<file path="src/qpd_defines.svh">
`ifndef QPD_DEFINES_SVH
`define QPD_DEFINES_SVH

// ****************************************************************
// Register map and fields
// ****************************************************************
`define QPD_ADDR_W        12
`define QPD_OFF_CTRL      12'h000
`define QPD_OFF_FILT      12'h004
`define QPD_OFF_POS       12'h008
`define QPD_OFF_MAX       12'h00c
`define QPD_OFF_STAT      12'h010
`define QPD_OFF_MASK      12'h014
`define QPD_CTRL_DIR_BIT  11
`define QPD_CTRL_MODE_HI  10
`define QPD_CTRL_MODE_LO  8
`define QPD_CTRL_SRC_BIT  0
`define QPD_FILT_OE_BIT   7
`define QPD_FILT_DIV_HI   6
`define QPD_FILT_DIV_LO   4
`define QPD_ST_MATCH      0
`define QPD_ST_INDEX      1
`define QPD_ST_W          2

// ****************************************************************
// Mode encodings
// ****************************************************************
`define QPD_MODE_TIMER    3'h1
`define QPD_MODE_X2_IDX   3'h4
`define QPD_MODE_X2_MAX   3'h5
`define QPD_MODE_X4_IDX   3'h6
`define QPD_MODE_X4_MAX   3'h7

// ****************************************************************
// Reset values and timing counts
// ****************************************************************
`define QPD_MODE_RST      3'h0
`define QPD_FDIV_RST      3'h0
`define QPD_MAX_RST       16'hffff
`define QPD_FILT_STABLE   3
`define QPD_DIV_W         8

`endif

</file>
<file path="src/qpd_pkg.sv">
`default_nettype none
`include "qpd_defines.svh"

package qpd_pkg;

   typedef struct packed {
      logic                    psel;
      logic                    penable;
      logic                    pwrite;
      logic [`QPD_ADDR_W-1:0]  paddr;
      logic [31:0]             pwdata;
   } qpd_apb_req_t;

   typedef struct packed {
      logic [31:0]             prdata;
      logic                    pready;
      logic                    pslverr;
   } qpd_apb_rsp_t;

   typedef struct packed {
      logic [`QPD_FILT_STABLE-1:0] hist;
      logic                        out;
   } qpd_filt_st_t;

   typedef struct packed {
      logic [1:0]              sync_a;
      logic [1:0]              sync_b;
      logic [1:0]              sync_i;
      logic                    prev_a;
      logic                    prev_b;
      logic                    prev_i;
      logic [`QPD_DIV_W-1:0]   div_cnt;
      logic [2:0]              mode;
      logic                    dir_sw;
      logic                    dir_src;
      logic [2:0]              fdiv;
      logic                    foe;
      logic                    dir_stat;
      logic [15:0]             pos;
      logic [15:0]             maxc;
      logic [`QPD_ST_W-1:0]    stat;
      logic [`QPD_ST_W-1:0]    mask;
      logic [31:0]             prdata;
      logic                    pslverr;
   } qpd_st_t;

endpackage

`default_nettype wire

</file>
<file path="src/qpd_top.sv">
// Decided for this implementation: the APB slave port and the placing of the registers.
`default_nettype none
`include "qpd_defines.svh"

module qpd_top (
   input  wire logic                  sys_clk,
   input  wire logic                  rst_b,
   input  wire qpd_pkg::qpd_apb_req_t apb_req,
   output qpd_pkg::qpd_apb_rsp_t      apb_rsp,
   input  wire logic                  phase_a_input,
   input  wire logic                  phase_b_input,
   input  wire logic                  index_input,
   input  wire logic                  cpu_sleep,
   output logic                       irq
);
   import qpd_pkg::*;

   qpd_st_t               st_ff;
   qpd_st_t               nxt_st;

   logic                  filt_a;
   logic                  filt_b;
   logic                  filt_i;
   logic                  tick;
   logic [`QPD_DIV_W-1:0] div_mask;
   logic                  sel_a;
   logic                  sel_b;
   logic                  sel_i;
   logic                  edge_a;
   logic                  edge_b;
   logic                  rise_a;
   logic                  rise_i;
   logic                  is_qei;
   logic                  idx_rst;
   logic                  max_rst;
   logic                  step;
   logic                  cnt_up;
   logic                  match_ev;
   logic                  index_ev;
   logic                  wr_en;
   logic                  rd_setup;
   logic                  dir_rd;
   logic [31:0]           rd_data;
   logic                  rd_err;
   logic [`QPD_ST_W-1:0]  st_set;
   logic [`QPD_ST_W-1:0]  st_clr;
   logic                  tmr_dir;
   logic                  step_ok;
   logic                  idx_ok;
   logic                  wrap_up;
   logic                  wrap_dn;
   logic [15:0]           pos_inc;
   logic [15:0]           pos_dec;

   // ****************************************************************
   // Input filters
   // ****************************************************************
   // Each filter watches the synchronised pin, never the raw pin.
   // The filters run while disabled too, so enabling them adds no stale history.
   qpd_filter u_filt_a (
      .sys_clk (sys_clk),
      .rst_b   (rst_b),
      .tick    (tick),
      .din     (st_ff.sync_a[1]),
      .dout    (filt_a)
   );

   qpd_filter u_filt_b (
      .sys_clk (sys_clk),
      .rst_b   (rst_b),
      .tick    (tick),
      .din     (st_ff.sync_b[1]),
      .dout    (filt_b)
   );

   qpd_filter u_filt_i (
      .sys_clk (sys_clk),
      .rst_b   (rst_b),
      .tick    (tick),
      .din     (st_ff.sync_i[1]),
      .dout    (filt_i)
   );

   // ****************************************************************
   // Filter clock and signal selection
   // ****************************************************************
   // The mask keeps the low bits of the free counter, giving one tick in every 2 to the power of the field clocks.
   // A divide field of zero gives a tick on every clock.
   // With the filters off, the synchronised pins feed the edge detectors directly.
   always_comb begin
      div_mask = `QPD_DIV_W'((9'h1 << st_ff.fdiv) - 9'h1);
      tick     = ((st_ff.div_cnt & div_mask) == div_mask);
      sel_a    = st_ff.foe ? filt_a : st_ff.sync_a[1];
      sel_b    = st_ff.foe ? filt_b : st_ff.sync_b[1];
      sel_i    = st_ff.foe ? filt_i : st_ff.sync_i[1];
      edge_a   = sel_a ^ st_ff.prev_a;
      edge_b   = sel_b ^ st_ff.prev_b;
      rise_a   = sel_a & ~st_ff.prev_a;
      rise_i   = sel_i & ~st_ff.prev_i;
   end

   // ****************************************************************
   // Mode decode and count step
   // ****************************************************************
   always_comb begin
      is_qei  = st_ff.mode[2];
      idx_rst = 1'b0;
      max_rst = 1'b0;
      step    = 1'b0;
      cnt_up  = 1'b1;
      // Modes 000, 010 and 011 never step the counter.
      // In x4 an A edge and a B edge in one cycle cancel, as no direction fits them.
      // After an A edge the count rises when A and B differ, after a B edge when they agree.
      case (st_ff.mode)
         `QPD_MODE_TIMER: begin
            max_rst = 1'b1;
            step    = rise_a;
            cnt_up  = tmr_dir;
         end
         `QPD_MODE_X2_IDX: begin
            idx_rst = 1'b1;
            step    = edge_a;
            cnt_up  = sel_a ^ sel_b;
         end
         `QPD_MODE_X2_MAX: begin
            max_rst = 1'b1;
            step    = edge_a;
            cnt_up  = sel_a ^ sel_b;
         end
         `QPD_MODE_X4_IDX: begin
            idx_rst = 1'b1;
            step    = edge_a ^ edge_b;
            cnt_up  = edge_a ? (sel_a ^ sel_b) : ~(sel_a ^ sel_b);
         end
         `QPD_MODE_X4_MAX: begin
            max_rst = 1'b1;
            step    = edge_a ^ edge_b;
            cnt_up  = edge_a ? (sel_a ^ sel_b) : ~(sel_a ^ sel_b);
         end
         default: begin
            step    = 1'b0;
         end
      endcase
   end

   // ****************************************************************
   // Count arithmetic
   // ****************************************************************
   // Sleep stops only the count and the index events: the synchronisers and edge history keep
   // following the pins, so waking up brings no burst of false counts.
   always_comb begin
      tmr_dir = st_ff.dir_src ? sel_b : st_ff.dir_sw;
      step_ok = step & ~cpu_sleep;
      idx_ok  = is_qei & rise_i & ~cpu_sleep;
      pos_inc = st_ff.pos + 16'h0001;
      pos_dec = st_ff.pos - 16'h0001;
      wrap_up = max_rst & (st_ff.pos == st_ff.maxc);
      wrap_dn = max_rst & (st_ff.pos == 16'h0000);
   end

   // ****************************************************************
   // Bus strobes
   // ****************************************************************
   // The bus never waits, so a write lands at the edge that ends its access cycle.
   always_comb begin
      wr_en    = apb_req.psel & apb_req.penable & apb_req.pwrite;
      rd_setup = apb_req.psel & ~apb_req.penable;
   end

   // ****************************************************************
   // Register bus decode
   // ****************************************************************
   // Read data is captured in the setup cycle and stands through the access cycle.
   // In the encoder modes the direction bit reads the last counted direction.
   always_comb begin
      dir_rd   = is_qei ? st_ff.dir_stat : st_ff.dir_sw;
      rd_data  = 32'h0;
      rd_err   = 1'b0;
      case (apb_req.paddr)
         `QPD_OFF_CTRL: begin
            rd_data[`QPD_CTRL_DIR_BIT]                     = dir_rd;
            rd_data[`QPD_CTRL_MODE_HI:`QPD_CTRL_MODE_LO]   = st_ff.mode;
            rd_data[`QPD_CTRL_SRC_BIT]                     = st_ff.dir_src;
         end
         `QPD_OFF_FILT: begin
            rd_data[`QPD_FILT_OE_BIT]                      = st_ff.foe;
            rd_data[`QPD_FILT_DIV_HI:`QPD_FILT_DIV_LO]     = st_ff.fdiv;
         end
         `QPD_OFF_POS: begin
            rd_data[15:0] = st_ff.pos;
         end
         `QPD_OFF_MAX: begin
            rd_data[15:0] = st_ff.maxc;
         end
         `QPD_OFF_STAT: begin
            rd_data[`QPD_ST_W-1:0] = st_ff.stat;
         end
         `QPD_OFF_MASK: begin
            rd_data[`QPD_ST_W-1:0] = st_ff.mask;
         end
         default: begin
            rd_err = 1'b1;
         end
      endcase
   end

   // ****************************************************************
   // Next state
   // ****************************************************************
   always_comb begin
      nxt_st          = st_ff;
      match_ev        = 1'b0;
      index_ev        = 1'b0;
      st_set          = '0;
      st_clr          = '0;

      // ****************************************************************
      // Synchronisers and edge history
      // ****************************************************************
      // Pins pass two flops before any logic sees them.
      nxt_st.sync_a   = {st_ff.sync_a[0], phase_a_input};
      nxt_st.sync_b   = {st_ff.sync_b[0], phase_b_input};
      nxt_st.sync_i   = {st_ff.sync_i[0], index_input};
      nxt_st.prev_a   = sel_a;
      nxt_st.prev_b   = sel_b;
      nxt_st.prev_i   = sel_i;
      nxt_st.div_cnt  = st_ff.div_cnt + `QPD_DIV_W'(1);

      // ****************************************************************
      // Position count
      // ****************************************************************
      // The count register is only touched by counting, by an index reset or by software.
      if (step_ok) begin
         if (is_qei) begin
            nxt_st.dir_stat = cnt_up;
         end
         if (cnt_up) begin
            if (wrap_up) begin
               nxt_st.pos = 16'h0000;
               match_ev   = 1'b1;
            end else begin
               nxt_st.pos = pos_inc;
            end
         end else begin
            if (wrap_dn) begin
               nxt_st.pos = st_ff.maxc;
               match_ev   = 1'b1;
            end else begin
               nxt_st.pos = pos_dec;
            end
         end
      end

      // ****************************************************************
      // Index pulse
      // ****************************************************************
      // In the index modes an index reset takes priority over a step in the same cycle.
      if (idx_ok) begin
         index_ev = 1'b1;
         if (idx_rst) begin
            nxt_st.pos = 16'h0000;
            match_ev   = 1'b1;
         end
      end

      // ****************************************************************
      // Status events
      // ****************************************************************
      // The match bit also marks an index reset, so one bit reports every reset of the count.
      st_set[`QPD_ST_MATCH] = match_ev;
      st_set[`QPD_ST_INDEX] = index_ev;

      // ****************************************************************
      // Software writes
      // ****************************************************************
      // A write to the count register wins over a count in the same cycle.
      if (wr_en) begin
         case (apb_req.paddr)
            `QPD_OFF_CTRL: begin
               nxt_st.mode    = apb_req.pwdata[`QPD_CTRL_MODE_HI:`QPD_CTRL_MODE_LO];
               nxt_st.dir_sw  = apb_req.pwdata[`QPD_CTRL_DIR_BIT];
               nxt_st.dir_src = apb_req.pwdata[`QPD_CTRL_SRC_BIT];
            end
            `QPD_OFF_FILT: begin
               nxt_st.foe  = apb_req.pwdata[`QPD_FILT_OE_BIT];
               nxt_st.fdiv = apb_req.pwdata[`QPD_FILT_DIV_HI:`QPD_FILT_DIV_LO];
            end
            `QPD_OFF_POS: begin
               nxt_st.pos = apb_req.pwdata[15:0];
            end
            `QPD_OFF_MAX: begin
               nxt_st.maxc = apb_req.pwdata[15:0];
            end
            `QPD_OFF_STAT: begin
               st_clr = apb_req.pwdata[`QPD_ST_W-1:0];
            end
            `QPD_OFF_MASK: begin
               nxt_st.mask = apb_req.pwdata[`QPD_ST_W-1:0];
            end
            default: begin
               st_clr = '0;
            end
         endcase
      end

      // A new event wins over a clear in the same cycle.
      nxt_st.stat = (st_ff.stat & ~st_clr) | st_set;

      // ****************************************************************
      // Read capture
      // ****************************************************************
      if (rd_setup) begin
         nxt_st.prdata  = rd_data;
         nxt_st.pslverr = rd_err;
      end
   end

   // ****************************************************************
   // State register
   // ****************************************************************
   always_ff @(posedge sys_clk) begin
      if (!rst_b) begin
         // Reset clears every field; those with a meaning of their own are named again.
         st_ff      <= '0;
         st_ff.mode <= `QPD_MODE_RST;
         st_ff.fdiv <= `QPD_FDIV_RST;
         st_ff.maxc <= `QPD_MAX_RST;
         st_ff.foe  <= 1'b0;
      end else begin
         st_ff <= nxt_st;
      end
   end

   // ****************************************************************
   // Outputs
   // ****************************************************************
   // The bus answers with no wait state; pslverr stands only in the access cycle.
   // The interrupt is a level straight from the status and mask flops.
   assign apb_rsp.prdata  = st_ff.prdata;
   assign apb_rsp.pready  = 1'b1;
   assign apb_rsp.pslverr = st_ff.pslverr & apb_req.psel & apb_req.penable;
   assign irq             = |(st_ff.stat & st_ff.mask);

endmodule

`default_nettype wire

</file>
<file path="src/qpd_filter.sv">
`default_nettype none
`include "qpd_defines.svh"

module qpd_filter (
   input  wire logic sys_clk,
   input  wire logic rst_b,
   input  wire logic tick,
   input  wire logic din,
   output logic      dout
);
   import qpd_pkg::*;

   qpd_filt_st_t st_ff;
   qpd_filt_st_t nxt_st;
   logic [`QPD_FILT_STABLE-1:0] shifted;

   // ****************************************************************
   // Stability filter
   // ****************************************************************
   always_comb begin
      nxt_st  = st_ff;
      shifted = {st_ff.hist[`QPD_FILT_STABLE-2:0], din};
      if (tick) begin
         nxt_st.hist = shifted;
         if (&shifted) begin
            nxt_st.out = 1'b1;
         end else if (~|shifted) begin
            nxt_st.out = 1'b0;
         end
      end
   end

   always_ff @(posedge sys_clk) begin
      if (!rst_b) begin
         st_ff <= '0;
      end else begin
         st_ff <= nxt_st;
      end
   end

   assign dout = st_ff.out;

endmodule

`default_nettype wire

</file>
<file path="config.mk">
export PLATFORM = sky130hd
export DESIGN_NAME = qpd_top
export DESIGN_NICKNAME = d
export VERILOG_FILES = /design/src/qpd_pkg.sv /design/src/qpd_top.sv /design/src/qpd_filter.sv
export VERILOG_INCLUDE_DIRS = /design/src
export SDC_FILE = /design/constraint.sdc
export NUM_CORES = 1
export LEC_CHECK = 0
export ABC_AREA = 1
export BUFFER_PORTS_ARGS = -buffer_cell sky130_fd_sc_hd__buf_2
export CAP_MARGIN = 20
export CORE_ASPECT_RATIO = 0.6
export CORE_MARGIN = 3
export CORE_UTILIZATION = 45
export CTS_CLUSTER_SIZE = 40
export DETAILED_ROUTE_END_ITERATION = 8
export PLACE_DENSITY = 0.67
export SYNTH_ARGS = -nofsm -noshare
export SYNTH_HDL_FRONTEND = slang
export SYNTH_SLANG_ARGS = --single-unit
</file>
<file path="constraint.sdc">
create_clock -name sys_clk -period 2.34 [get_ports sys_clk]
set_clock_uncertainty 0.05 [all_clocks]
set_input_delay 0.117 -clock sys_clk [delete_from_list [all_inputs] [get_ports sys_clk]]
set_output_delay 0.117 -clock sys_clk [all_outputs]
set_load 0.005 [all_outputs]
</file>
Yosys cells after proc, flatten, opt, wreduce, memory -nomap -nowiden

Cells that the tools add are included.

Bits in read-only memories: 0
Bits in latches: 0
Memories: 0
Logic and storage cells: 134
Memory bits (writable): 0
Bits of input ports: 53
Flip-flop bits (word level): 89
Output and inout port bits: 35

Div/mod/pow operators: 0
Magnitude comparators: 0
Mux-type cells: 41
Equality and inequality tests: 15
$mul: 0
Bitwise operators: 26
Reduce and logical (&&, ||, !) cells: 22
Shift-type cells: 1
Add/sub/neg operators: 4

Operators with widths:

| operator                | count |
|---|---|
| $mux W16                | 8 |
| $mux W32                | 1 |
| $eq A12 B4 Y1 const B   | 2 |
| $eq A12 B5 Y1 const B   | 2 |
| $pmux W4 S3             | 2 |
| $mux W1                 | 22 |
| $add A16 B1 Y16 const B | 1 |
| $eq A16 B16 Y1          | 1 |
| $logic_not A16 Y1       | 1 |
| $reduce_and A2 Y1       | 8 |
| $sub A16 B1 Y16 const B | 1 |
| $and A1 B1 Y1           | 12 |
| $eq A12 B3 Y1 const B   | 1 |
| $eq A3 B3 Y1 const B    | 4 |
| $logic_not A12 Y1       | 1 |
| $reduce_or A3 Y1        | 4 |
| $reduce_and A3 Y1       | 3 |
| $add A8 B1 Y8 const B   | 1 |
| $and A8 B8 Y8           | 1 |
| $eq A8 B8 Y1            | 1 |
| $pmux W4 S2             | 1 |
| $reduce_or A2 Y1        | 4 |
| $shl A1 B3 Y8 const A   | 1 |
| $sub A8 B1 Y8 const B   | 1 |
| 13 further kinds        | 25 |

Logic depth before layout (Yosys ltp)

Gate-level depths: netlist (run 1).

Depth after elaboration: 11
Gate-level depth with buffers: 15
Gate-level depth less buffers: 15

Modules after synthesis

A second synthesis (run 1) with hierarchy kept.

Cell total of the unflattened synthesis: 891
Area, all modules: 5,755.5 um^2

By module, submodules not included:

| module     | seq. area each (um^2) | cells each | area an instance (um^2) | times used |
|---|---|---|---|---|
| qpd_top    | 1,581.5               | 834        | 5,353.9                 | 1 |
| qpd_filter | 60.1                  | 19         | 133.9                   | 3 |

Least setup slack after synthesis (run 1)

Ideal clock, no wire load.

Path type: register -> register
Start: register st_ff[70] (netlist name)
End: register st_ff[59] (netlist name)
Library setup time: 0.067 ns
Stages on the path, launching flop included: 15
Data arrival time: 1.728 ns
Period minus slack after synthesis: 1.846 ns
Path slack: 0.494 ns
Path buffers: 1
Required time: 2.223 ns
Cell sequence: dfxtp_1 inv_2 nand2_1 nand2_1 ha_1 nand2_1 nand3_1 nand2_2 nand2_2 nand2_4 buf_6 nand3_1 nand3_1 nand2_1 a21oi_2

RTL lines:

| what                   | RTL line       | source |
|---|---|---|
| from (decl)            | qpd_top.sv:18  | `qpd_st_t st_ff;` |
| from (signal assigned) | qpd_top.sv:330 | `st_ff <= nxt_st;` |

Final worst setup path (run 1)

Start: register st_ff[55] (netlist name)
End: register st_ff[62] (netlist name)

Word-level cells in the longest chain between the ends: 9
Elaborated cells on any way between the ends: 14
Classes of those cells: add/sub (2); eq/ne (1); mux (8); bitwise (2); reduce/logical (1)

RTL lines:

| what                                                    | RTL line       | source |
|---|---|---|
| branches (longest 3 deep; another with $sub A16 B1 Y16) | --             |  |
| $mux W16 (*)                                            | qpd_top.sv:237 | `if (cnt_up) begin` |
| $mux W16 (*)                                            | qpd_top.sv:233 | `if (step_ok) begin` |
| $mux W16                                                | qpd_top.sv:260 | `if (idx_rst) begin` |
| $mux W16 (*)                                            | qpd_top.sv:258 | `if (idx_ok) begin` |
| $mux W16                                                | qpd_top.sv:278 | `case (apb_req.paddr)` |
| $mux W32 (*)                                            | qpd_top.sv:277 | `if (wr_en) begin` |

Every way passes the cells marked *.
A chain may end at the register's enable or synchronous reset.

==> results.sh, run 1 <==
export IMPL_fill_cells=1284
export IMPL_synth_seq_area_share_pct=30.5
export IMPL_routing_usage_on_met2_pct=34.9
export IMPL_power_density_mw_per_mm2=488
export IMPL_postLayoutSetupSlackWorst_ns=0.275
export IMPL_setup_viol_count_final=0
export IMPL_clkLatencyLatePin_ns=0.35
export IMPL_grt_max_degree=42
export IMPL_fin_total_pwr_w=0.00317
export IMPL_syn_cell_area_mm2=0.00577
export IMPL_yosys_most_used_dff="sky130_fd_sc_hd__dfxtp_1"
export IMPL_critical_path_required_ns=2.51
export IMPL_grt_util_met3_pct=6.72
export IMPL_period_needed_ns=2.06
export IMPL_dieArea_mm2=0.0143
export IMPL_grt_busiest_layer="met1"
export IMPL_number_of_global_route_vias_before_repair=5216
export IMPL_multi_input_comb_area_mm2=0.00324
export IMPL_row_count=31
export IMPL_yosys_warnings=0
export IMPL_grt_use_met1_pct=39.0
export IMPL_status="complete, no violations"
export IMPL_synth_most_common_cell="sky130_fd_sc_hd__nand2_1"
export IMPL_hold_viol_final=0
export IMPL_worst_hold_slack_ns=0.0110
export IMPL_worstSetupPathType="reg2reg"
export IMPL_critical_path_arrival_ns=2.23
export IMPL_setup_worst_path_start_class="register"
export IMPL_global_route_overflow_total=0
export IMPL_syn2layout_area_growth_pct=12.8
export IMPL_detailroute_via_count=6083
export IMPL_min_path_type="in2reg"
export IMPL_total_negative_slack_for_setup_checks_ns=0
export IMPL_fmax_mhz=484
export IMPL_timing_critical_path_to_type="register"
export IMPL_count_of_boundary_i_o_pins=88
export IMPL_final_period_utilization_pct=88.2
export IMPL_clkSlewWorstSetupHoldPaths_ns=0.07
export IMPL_synth_top_area_cell="sky130_fd_sc_hd__dfxtp_1"
export IMPL_max_cap_violation_count=0
export IMPL_pre_cts_slack_ns=0.319
export IMPL_buffer_ports_inserted=54
export IMPL_synthesis_instances=931
export IMPL_rsz0062_at_grt="no"
export IMPL_detail_route_first_pass_iterations=8
export IMPL_final_cell_count_no_fill=1153
export IMPL_ctsHtreeMaxLevel=3
export IMPL_irDropWorstVdd_mv=0.311
export IMPL_synth_commonest_cells="sky130_fd_sc_hd__nand2_1, sky130_fd_sc_hd__inv_1, sky130_fd_sc_hd__nand3_1, sky130_fd_sc_hd__dfxtp_1, sky130_fd_sc_hd__nor2_1"
export IMPL_synth_edff_count=0
export IMPL_postSynth_asyncResetShare_pct=0
export IMPL_postSynthAreaPerCell_um2=6.19
export IMPL_report_final_slew_viol_count=0
export IMPL_design_core_area_mm2=0.0123
export IMPL_cts_root_buffer="sky130_fd_sc_hd__clkbuf_16"
export IMPL_die_w_um=152
export IMPL_layout_nets=1041
export IMPL_synth_seq_cells=88
export IMPL_cts_max_path_buffers=2
export IMPL_yosys_cell_types_count=41
export IMPL_routed_via_density=5.28
export IMPL_drt_iter0_markers=564
export IMPL_final_antenna_net_count=0
export IMPL_grt_pass1_wl_um=28400
export IMPL_initial_core_util_pct=46.9
export IMPL_cts_tree="done"
export IMPL_die_h_um=93.7
export IMPL_synthDominantCellAreaShare_pct=30.5
export IMPL_place_detailed_hpwl_um=13800
export IMPL_total_leakage_power_nw=3.07
export IMPL_route_detailed_drc=0
export IMPL_final_seq_area_mm2=0.00176
export IMPL_tritoncts_buffers=9
export IMPL_gp_congestion=1.02
export IMPL_antenna_found_initial=0
export IMPL_avgRoutedWirePerCell_um=15.8
export IMPL_synth_area_top_cells="sky130_fd_sc_hd__dfxtp_1, sky130_fd_sc_hd__nand2_1, sky130_fd_sc_hd__nand3_1"
export IMPL_post_route_cells_drive_above_1_share_pct=12.2
export IMPL_crit_fanout=8
export IMPL_antenna_cells_inserted=0
export IMPL_postRouteWirelength_um=18200
export IMPL_clkSinkCount=88
export IMPL_dp_cells=1126
export IMPL_overall_global_routing_resource_usage_pct=25.2
[worst paths after layout]
check	depth (start not counted)	end	slack, ns	from
setup / recovery	13	st_ff[62]$_SDFF_PN0_	0.28	st_ff[55]$_SDFF_PN0_
hold / removal	3	st_ff[57]$_SDFF_PN0_	0.01	apb_req[4]
setup reg to reg	13	st_ff[62]$_SDFF_PN0_	0.28	st_ff[55]$_SDFF_PN0_
hold reg to reg	2	st_ff[93]$_SDFF_PN0_	0.36	nxt_st[93]$_SDFF_PN0_
[sequential cells by signal (all words and copies together) (netlist names)]
register,flops
apb_rsp,16
u_filt_a.dout,1
u_filt_i.dout,1
u_filt_i.shifted,2
u_filt_b.shifted,2
u_filt_a.shifted,2
u_filt_b.dout,1
nxt_st,3
is_qei,1
st_ff,59
[where the power goes]
group / total (W) / internal (W) / switching, W
registers: 0.00153 / 0.00152 / 0.0000107
logic: 0.000188 / 0.0000711 / 0.000117
clock network: 0.00146 / 0.000832 / 0.000625
total: 0.00317 / 0.00242 / 0.000753
[per-stage QoR]
step                      cell area, µm²  utilization [%]
after global placement              6100             49.6
after global routing                6500             52.9
after detailed placement            6100             49.6
after floorplan                     5820                -
after CTS                           6500             52.9
final                               6500             52.9
[worst max-delay path: stages (launching register included)]
cell                      delay (ns)
sky130_fd_sc_hd__dfxtp_1        0.47
sky130_fd_sc_hd__inv_1          0.16
sky130_fd_sc_hd__nand2_1        0.08
sky130_fd_sc_hd__nand2_1        0.05
sky130_fd_sc_hd__nor2_1         0.19
sky130_fd_sc_hd__inv_1          0.06
sky130_fd_sc_hd__nor2_1         0.19
sky130_fd_sc_hd__nand3_2        0.26
sky130_fd_sc_hd__nand2_1        0.12
sky130_fd_sc_hd__nand2_1        0.06
sky130_fd_sc_hd__nand2_1        0.06
sky130_fd_sc_hd__nand2_1        0.05
sky130_fd_sc_hd__nand2_1        0.06
sky130_fd_sc_hd__a21oi_1        0.05
[layout by cell type, fill, tap and decap left out, drive strengths merged, types with 13 or more instances in the layout]
master / n
o21ai: 38
conb: 17
nand2: 283
xor2: 16
a21oi: 75
nor2: 95
nand3: 91
inv: 110
dfxtp: 88
buf: 80
nand4: 13
[per-layer routing]
metal	part of all wire (%)	wire length, µm	up-vias
met5	0	0	-
met2	38	6960	304
met3	12	2180	17
met4	0.60	109	0
li1	-	-	3049
met1	49	8940	2713
[area by class of cell]
type	instances	share of cell area [%]
well taps	165	3.17
clock inverters	6	1.00
clock buffers	10	3.52
multi-input cells	683	49.8
repair buffers	91	9.04
inverters	110	6.35
flip-flops and latches	88	27.1
[what timing repair did]
item | 4_1_cts | 5_1_grt
endpoints found under the hold margin | 18 | 0
setup endpoints to repair | 0 | 0
setup buffers | 0 | 0
hold buffers | 11 | 0
resized for setup | 0 | 0
[kinds of logic (layout without fill, tap and decap cells)]
| group | count (synthesis) | count (layout) | synth area share, % |
|---|---|---|---|
| compound gates | 148 | 148 | 15.1 |
| xor+xnor | 19 | 19 | 2.89 |
| fa+ha+maj | 5 | 5 | 1.08 |
| buf+inv | 175 | 217 | 14.2 |
| flops | 88 | 88 | 30.5 |
| other cells | 2 | 17 | 0.130 |
| simple gates | 494 | 494 | 36.1 |
No activity file was read; power rests on OpenSTA's default activity.
==> run 2, diff against run 1 <==
--- a/config.mk
+++ b/config.mk
@@ -14,7 +14,9 @@
 export CORE_UTILIZATION = 45
 export CTS_CLUSTER_SIZE = 40
 export DETAILED_ROUTE_END_ITERATION = 8
+export HOLD_SLACK_MARGIN = 0.15
 export PLACE_DENSITY = 0.67
 export SYNTH_ARGS = -nofsm -noshare
 export SYNTH_HDL_FRONTEND = slang
 export SYNTH_SLANG_ARGS = --single-unit
+export TNS_END_PERCENT = 50
==> constraint.sdc (replaced) <==
create_clock -name sys_clk -period 2.05 [get_ports sys_clk]
set_clock_uncertainty 0.05 [all_clocks]
set_input_delay 0.1025 -clock sys_clk [delete_from_list [all_inputs] [get_ports sys_clk]]
set_output_delay 0.1025 -clock sys_clk [all_outputs]
set_load 0.005 [all_outputs]
==> run 2 against run 1 <==
  * Fmax rose by 3.0%
  * Sequential power up 14%
  * Die area did not move
  * Combinational power grew 32%
  * Core utilization is 4.7 points higher
  * Via count increased by 5.5%
  * First-iteration DRC count increased by 32%
  * Clock-buffer cell count up 2
  * Final area increased by 8.9%
  * Hold slack improved by 0.20 ns
  * Sequential share of layout area fell by 2.1 points
==> results.sh, run 2 (synthesized netlist as in run 1, its figures left out) <==
export IMPL_worst_r2r_setup_slack_ns=0.04
export IMPL_count_of_boundary_i_o_pins=88
export IMPL_cell_internal_pwr_w=0.00285
export IMPL_cts_root_buffer="sky130_fd_sc_hd__clkbuf_16"
export IMPL_layout_nets=1086
export IMPL_max_stage_delay_ns=0.37
export IMPL_avgRoutedWirePerCell_um=16.2
export IMPL_cts_tree="done"
export IMPL_fin_total_pwr_w=0.00369
export IMPL_max_cap_violation_count=0
export IMPL_power_switching_share_pct=22.9
export IMPL_clkLatencyLatePin_ns=0.34
export IMPL_worstSetupPathType="reg2reg"
export IMPL_gp_congestion=0.960
export IMPL_cp_endpoint="st_ff[59]$_SDFF_PN0_"
export IMPL_irDropWorstVdd_mv=0.386
export IMPL_min_path_type="in2reg"
export IMPL_cts_max_path_buffers=2
export IMPL_grt_max_degree=48
export IMPL_postRouteWirelength_um=19400
export IMPL_grt_pass1_wl_um=29600
export IMPL_fill_cells=1214
export IMPL_global_route_overflow_total=0
export IMPL_postLayoutSetupSlackWorst_ns=0.0447
export IMPL_reg2reg_depth=14
export IMPL_topRoutingLayerUsed="met4"
export IMPL_portion_of_total_power_attributed_to_the_clock_network_pct=46.0
export IMPL_critical_path_arrival_ns=2.22
export IMPL_fmax_mhz=499
export IMPL_setup_worst_path_start_class="register"
export IMPL_rsz0062_at_grt="yes"
export IMPL_dieArea_mm2=0.0143
export IMPL_p_comb_share_pct=6.7
export IMPL_post_route_cells_drive_above_1_share_pct=18.0
export IMPL_die_w_um=152
export IMPL_critical_path_cell_chain="inv_2, buf_4, nand2_1, nand2_1, nand2_2, nand2_1, nand2_2, nand2_4, a21boi_4, clkbuf_16, nand2_1, nand3_1, nand2_1, a21oi_2"
export IMPL_drt_met1_wl_um=9460
export IMPL_regMostFlops="st_ff"
export IMPL_antenna_cells_inserted=0
export IMPL_tritoncts_buffers=9
export IMPL_crit_fanout=7
export IMPL_place_detailed_hpwl_um=14300
export IMPL_period_needed_ns=2.01
export IMPL_met2_length_um=7560
export IMPL_timing_max_slew_rel_slack_pct=63.6
export IMPL_syn2layout_area_growth_pct=22.8
export IMPL_initial_core_util_pct=46.9
export IMPL_clkSinkCount=88
export IMPL_worst_slew_pin_slew_ns=0.546
export IMPL_number_of_global_route_vias_before_repair=5501
export IMPL_power_density_mw_per_mm2=522
export IMPL_die_h_um=93.7
export IMPL_p_switching_w=0.000846
export IMPL_design_core_area_mm2=0.0123
export IMPL_worst_hold_slack_ns=0.208
export IMPL_clkSlewWorstSetupHoldPaths_ns=0.06
export IMPL_ctsHtreeMaxLevel=3
export IMPL_row_count=31
export IMPL_mostFrequentLayoutCells="sky130_fd_sc_hd__nand2_1, sky130_fd_sc_hd__inv_1, sky130_fd_sc_hd__nand3_1, sky130_fd_sc_hd__dfxtp_1, sky130_fd_sc_hd__nor2_1"
export IMPL_flip_flop_count_of_the_largest_register_after_layout=59
export IMPL_total_buffers_and_inverters_traversed_by_the_critical_path=3
export IMPL_report_final_slew_viol_count=0
export IMPL_sequential_share_of_power_pct=47.2
export IMPL_routed_via_density=5.36
export IMPL_regToRegStartpoint="st_ff[70]$_SDFFE_PN0P_"
export IMPL_status="complete, no violations"
export IMPL_total_leakage_power_nw=3.32
export IMPL_hold_viol_final=0
export IMPL_detailroute_via_count=6417
export IMPL_critical_path_top_cell_by_count="sky130_fd_sc_hd__nand2_1"
export IMPL_route_detailed_drc=0
export IMPL_timing_critical_path_slowest_stage_cell="sky130_fd_sc_hd__dfxtp_4"
export IMPL_utilization_pct=57.6
export IMPL_critical_path_required_ns=2.27
export IMPL_antenna_found_initial=0
export IMPL_timing_critical_path_to_type="register"
export IMPL_routed_wl_met3_um=2280
export IMPL_overall_global_routing_resource_usage_pct=26.2
export IMPL_buffer_ports_inserted=54
export IMPL_drt_iter0_markers=744
export IMPL_worst_r2r_endpoint="st_ff[59]$_SDFF_PN0_"
export IMPL_mostFrequentLayoutCell="sky130_fd_sc_hd__nand2_1"
export IMPL_detail_route_first_pass_iterations=7
export IMPL_worst_path_stages=14
export IMPL_final_period_utilization_pct=97.8
export IMPL_setup_viol_count_final=0
export IMPL_critPathLaunch="st_ff[70]$_SDFFE_PN0P_"
export IMPL_final_antenna_net_count=0
export IMPL_pre_cts_slack_ns=0.0935
export IMPL_critical_path_top_delay_family="simple AND/OR/NAND/NOR gates"
-- run 2: cell count changes in the layout (fill, tap and decap cells not counted), sizes merged, moves of 2 or more --
cell         previous run  this run
nand2                 283       285
dlygate4sd3            11        20
buf                    80       113
clkbuf                 10        13
inv                   110       108
-- run 2: what timing repair did --
action | CTS | global route
endpoints found under the setup margin | 0 | 17
hold buffers | 20 | 0
gates resized for setup | 0 | 40
setup buffers | 0 | 5
hold endpoints to repair | 54 | 0
-- run 2: stage by stage --
step / setup TNS (ns) / instances / cell area (µm²)
4_1_cts: 0 / 1190 / 6850
2_1_floorplan: 0 / 946 / 5820
3_5_place_dp: 0 / 1154 / 6340
3_3_place_gp: 0 / 1154 / 6340
5_1_grt: -0.231 / 1198 / 7080
6_report: 0 / 1198 / 7080
-- run 2: layout make-up --
cell class / instances / area, µm² / area share (%)
multi-input combinational: 685 / 3410 / 48.1
sequential: 88 / 1770 / 25.0
timing repair buffer: 134 / 980 / 13.8
inverter: 110 / 413 / 5.83
clock buffer: 12 / 256 / 3.62
tap: 165 / 206 / 2.91
clock inverter: 4 / 52.6 / 0.742
-- run 2: worst min-delay path by stage --
stage / to / cells after the start / start / slack [ns]
floorplan: nxt_st[91]$_SDFF_PN0_ / 2 / index_input / 0.15
global placement: nxt_st[95]$_SDFF_PN0_ / 3 / phase_a_input / 0.24
detailed placement: nxt_st[95]$_SDFF_PN0_ / 3 / phase_a_input / 0.24
CTS: st_ff[53]$_SDFF_PN0_ / 5 / apb_req[35] / 0.19
global route: st_ff[53]$_SDFF_PN0_ / 5 / apb_req[35] / 0.23
finish: st_ff[53]$_SDFF_PN0_ / 5 / apb_req[35] / 0.21
-- run 2: per-layer routing --
metal	up-vias	global-route usage (%)
li1	3155	-
met1	2918	41.2
met3	13	6.07
met4	0	3.66
met2	331	36.5
met5	-	0
-- run 2: power by group through the flow --
stage	registers (W)	logic, W	clock network, W
after global routing	0.00175	0.000274	0.00180
after global placement	0.00178	0.000197	0
after CTS	0.00175	0.000229	0.00171
final	0.00174	0.000249	0.00170
after floorplan	0.00178	0.000141	0
after detailed placement	0.00178	0.000199	0
-- run 2: worst min-delay path, cell delays in order --
cell and delay [ns]:
sky130_fd_sc_hd__buf_2 0.12, sky130_fd_sc_hd__nand3_1 0.11, sky130_fd_sc_hd__inv_1 0.06, sky130_fd_sc_hd__nand3_1 0.08, sky130_fd_sc_hd__a21oi_1 0.06
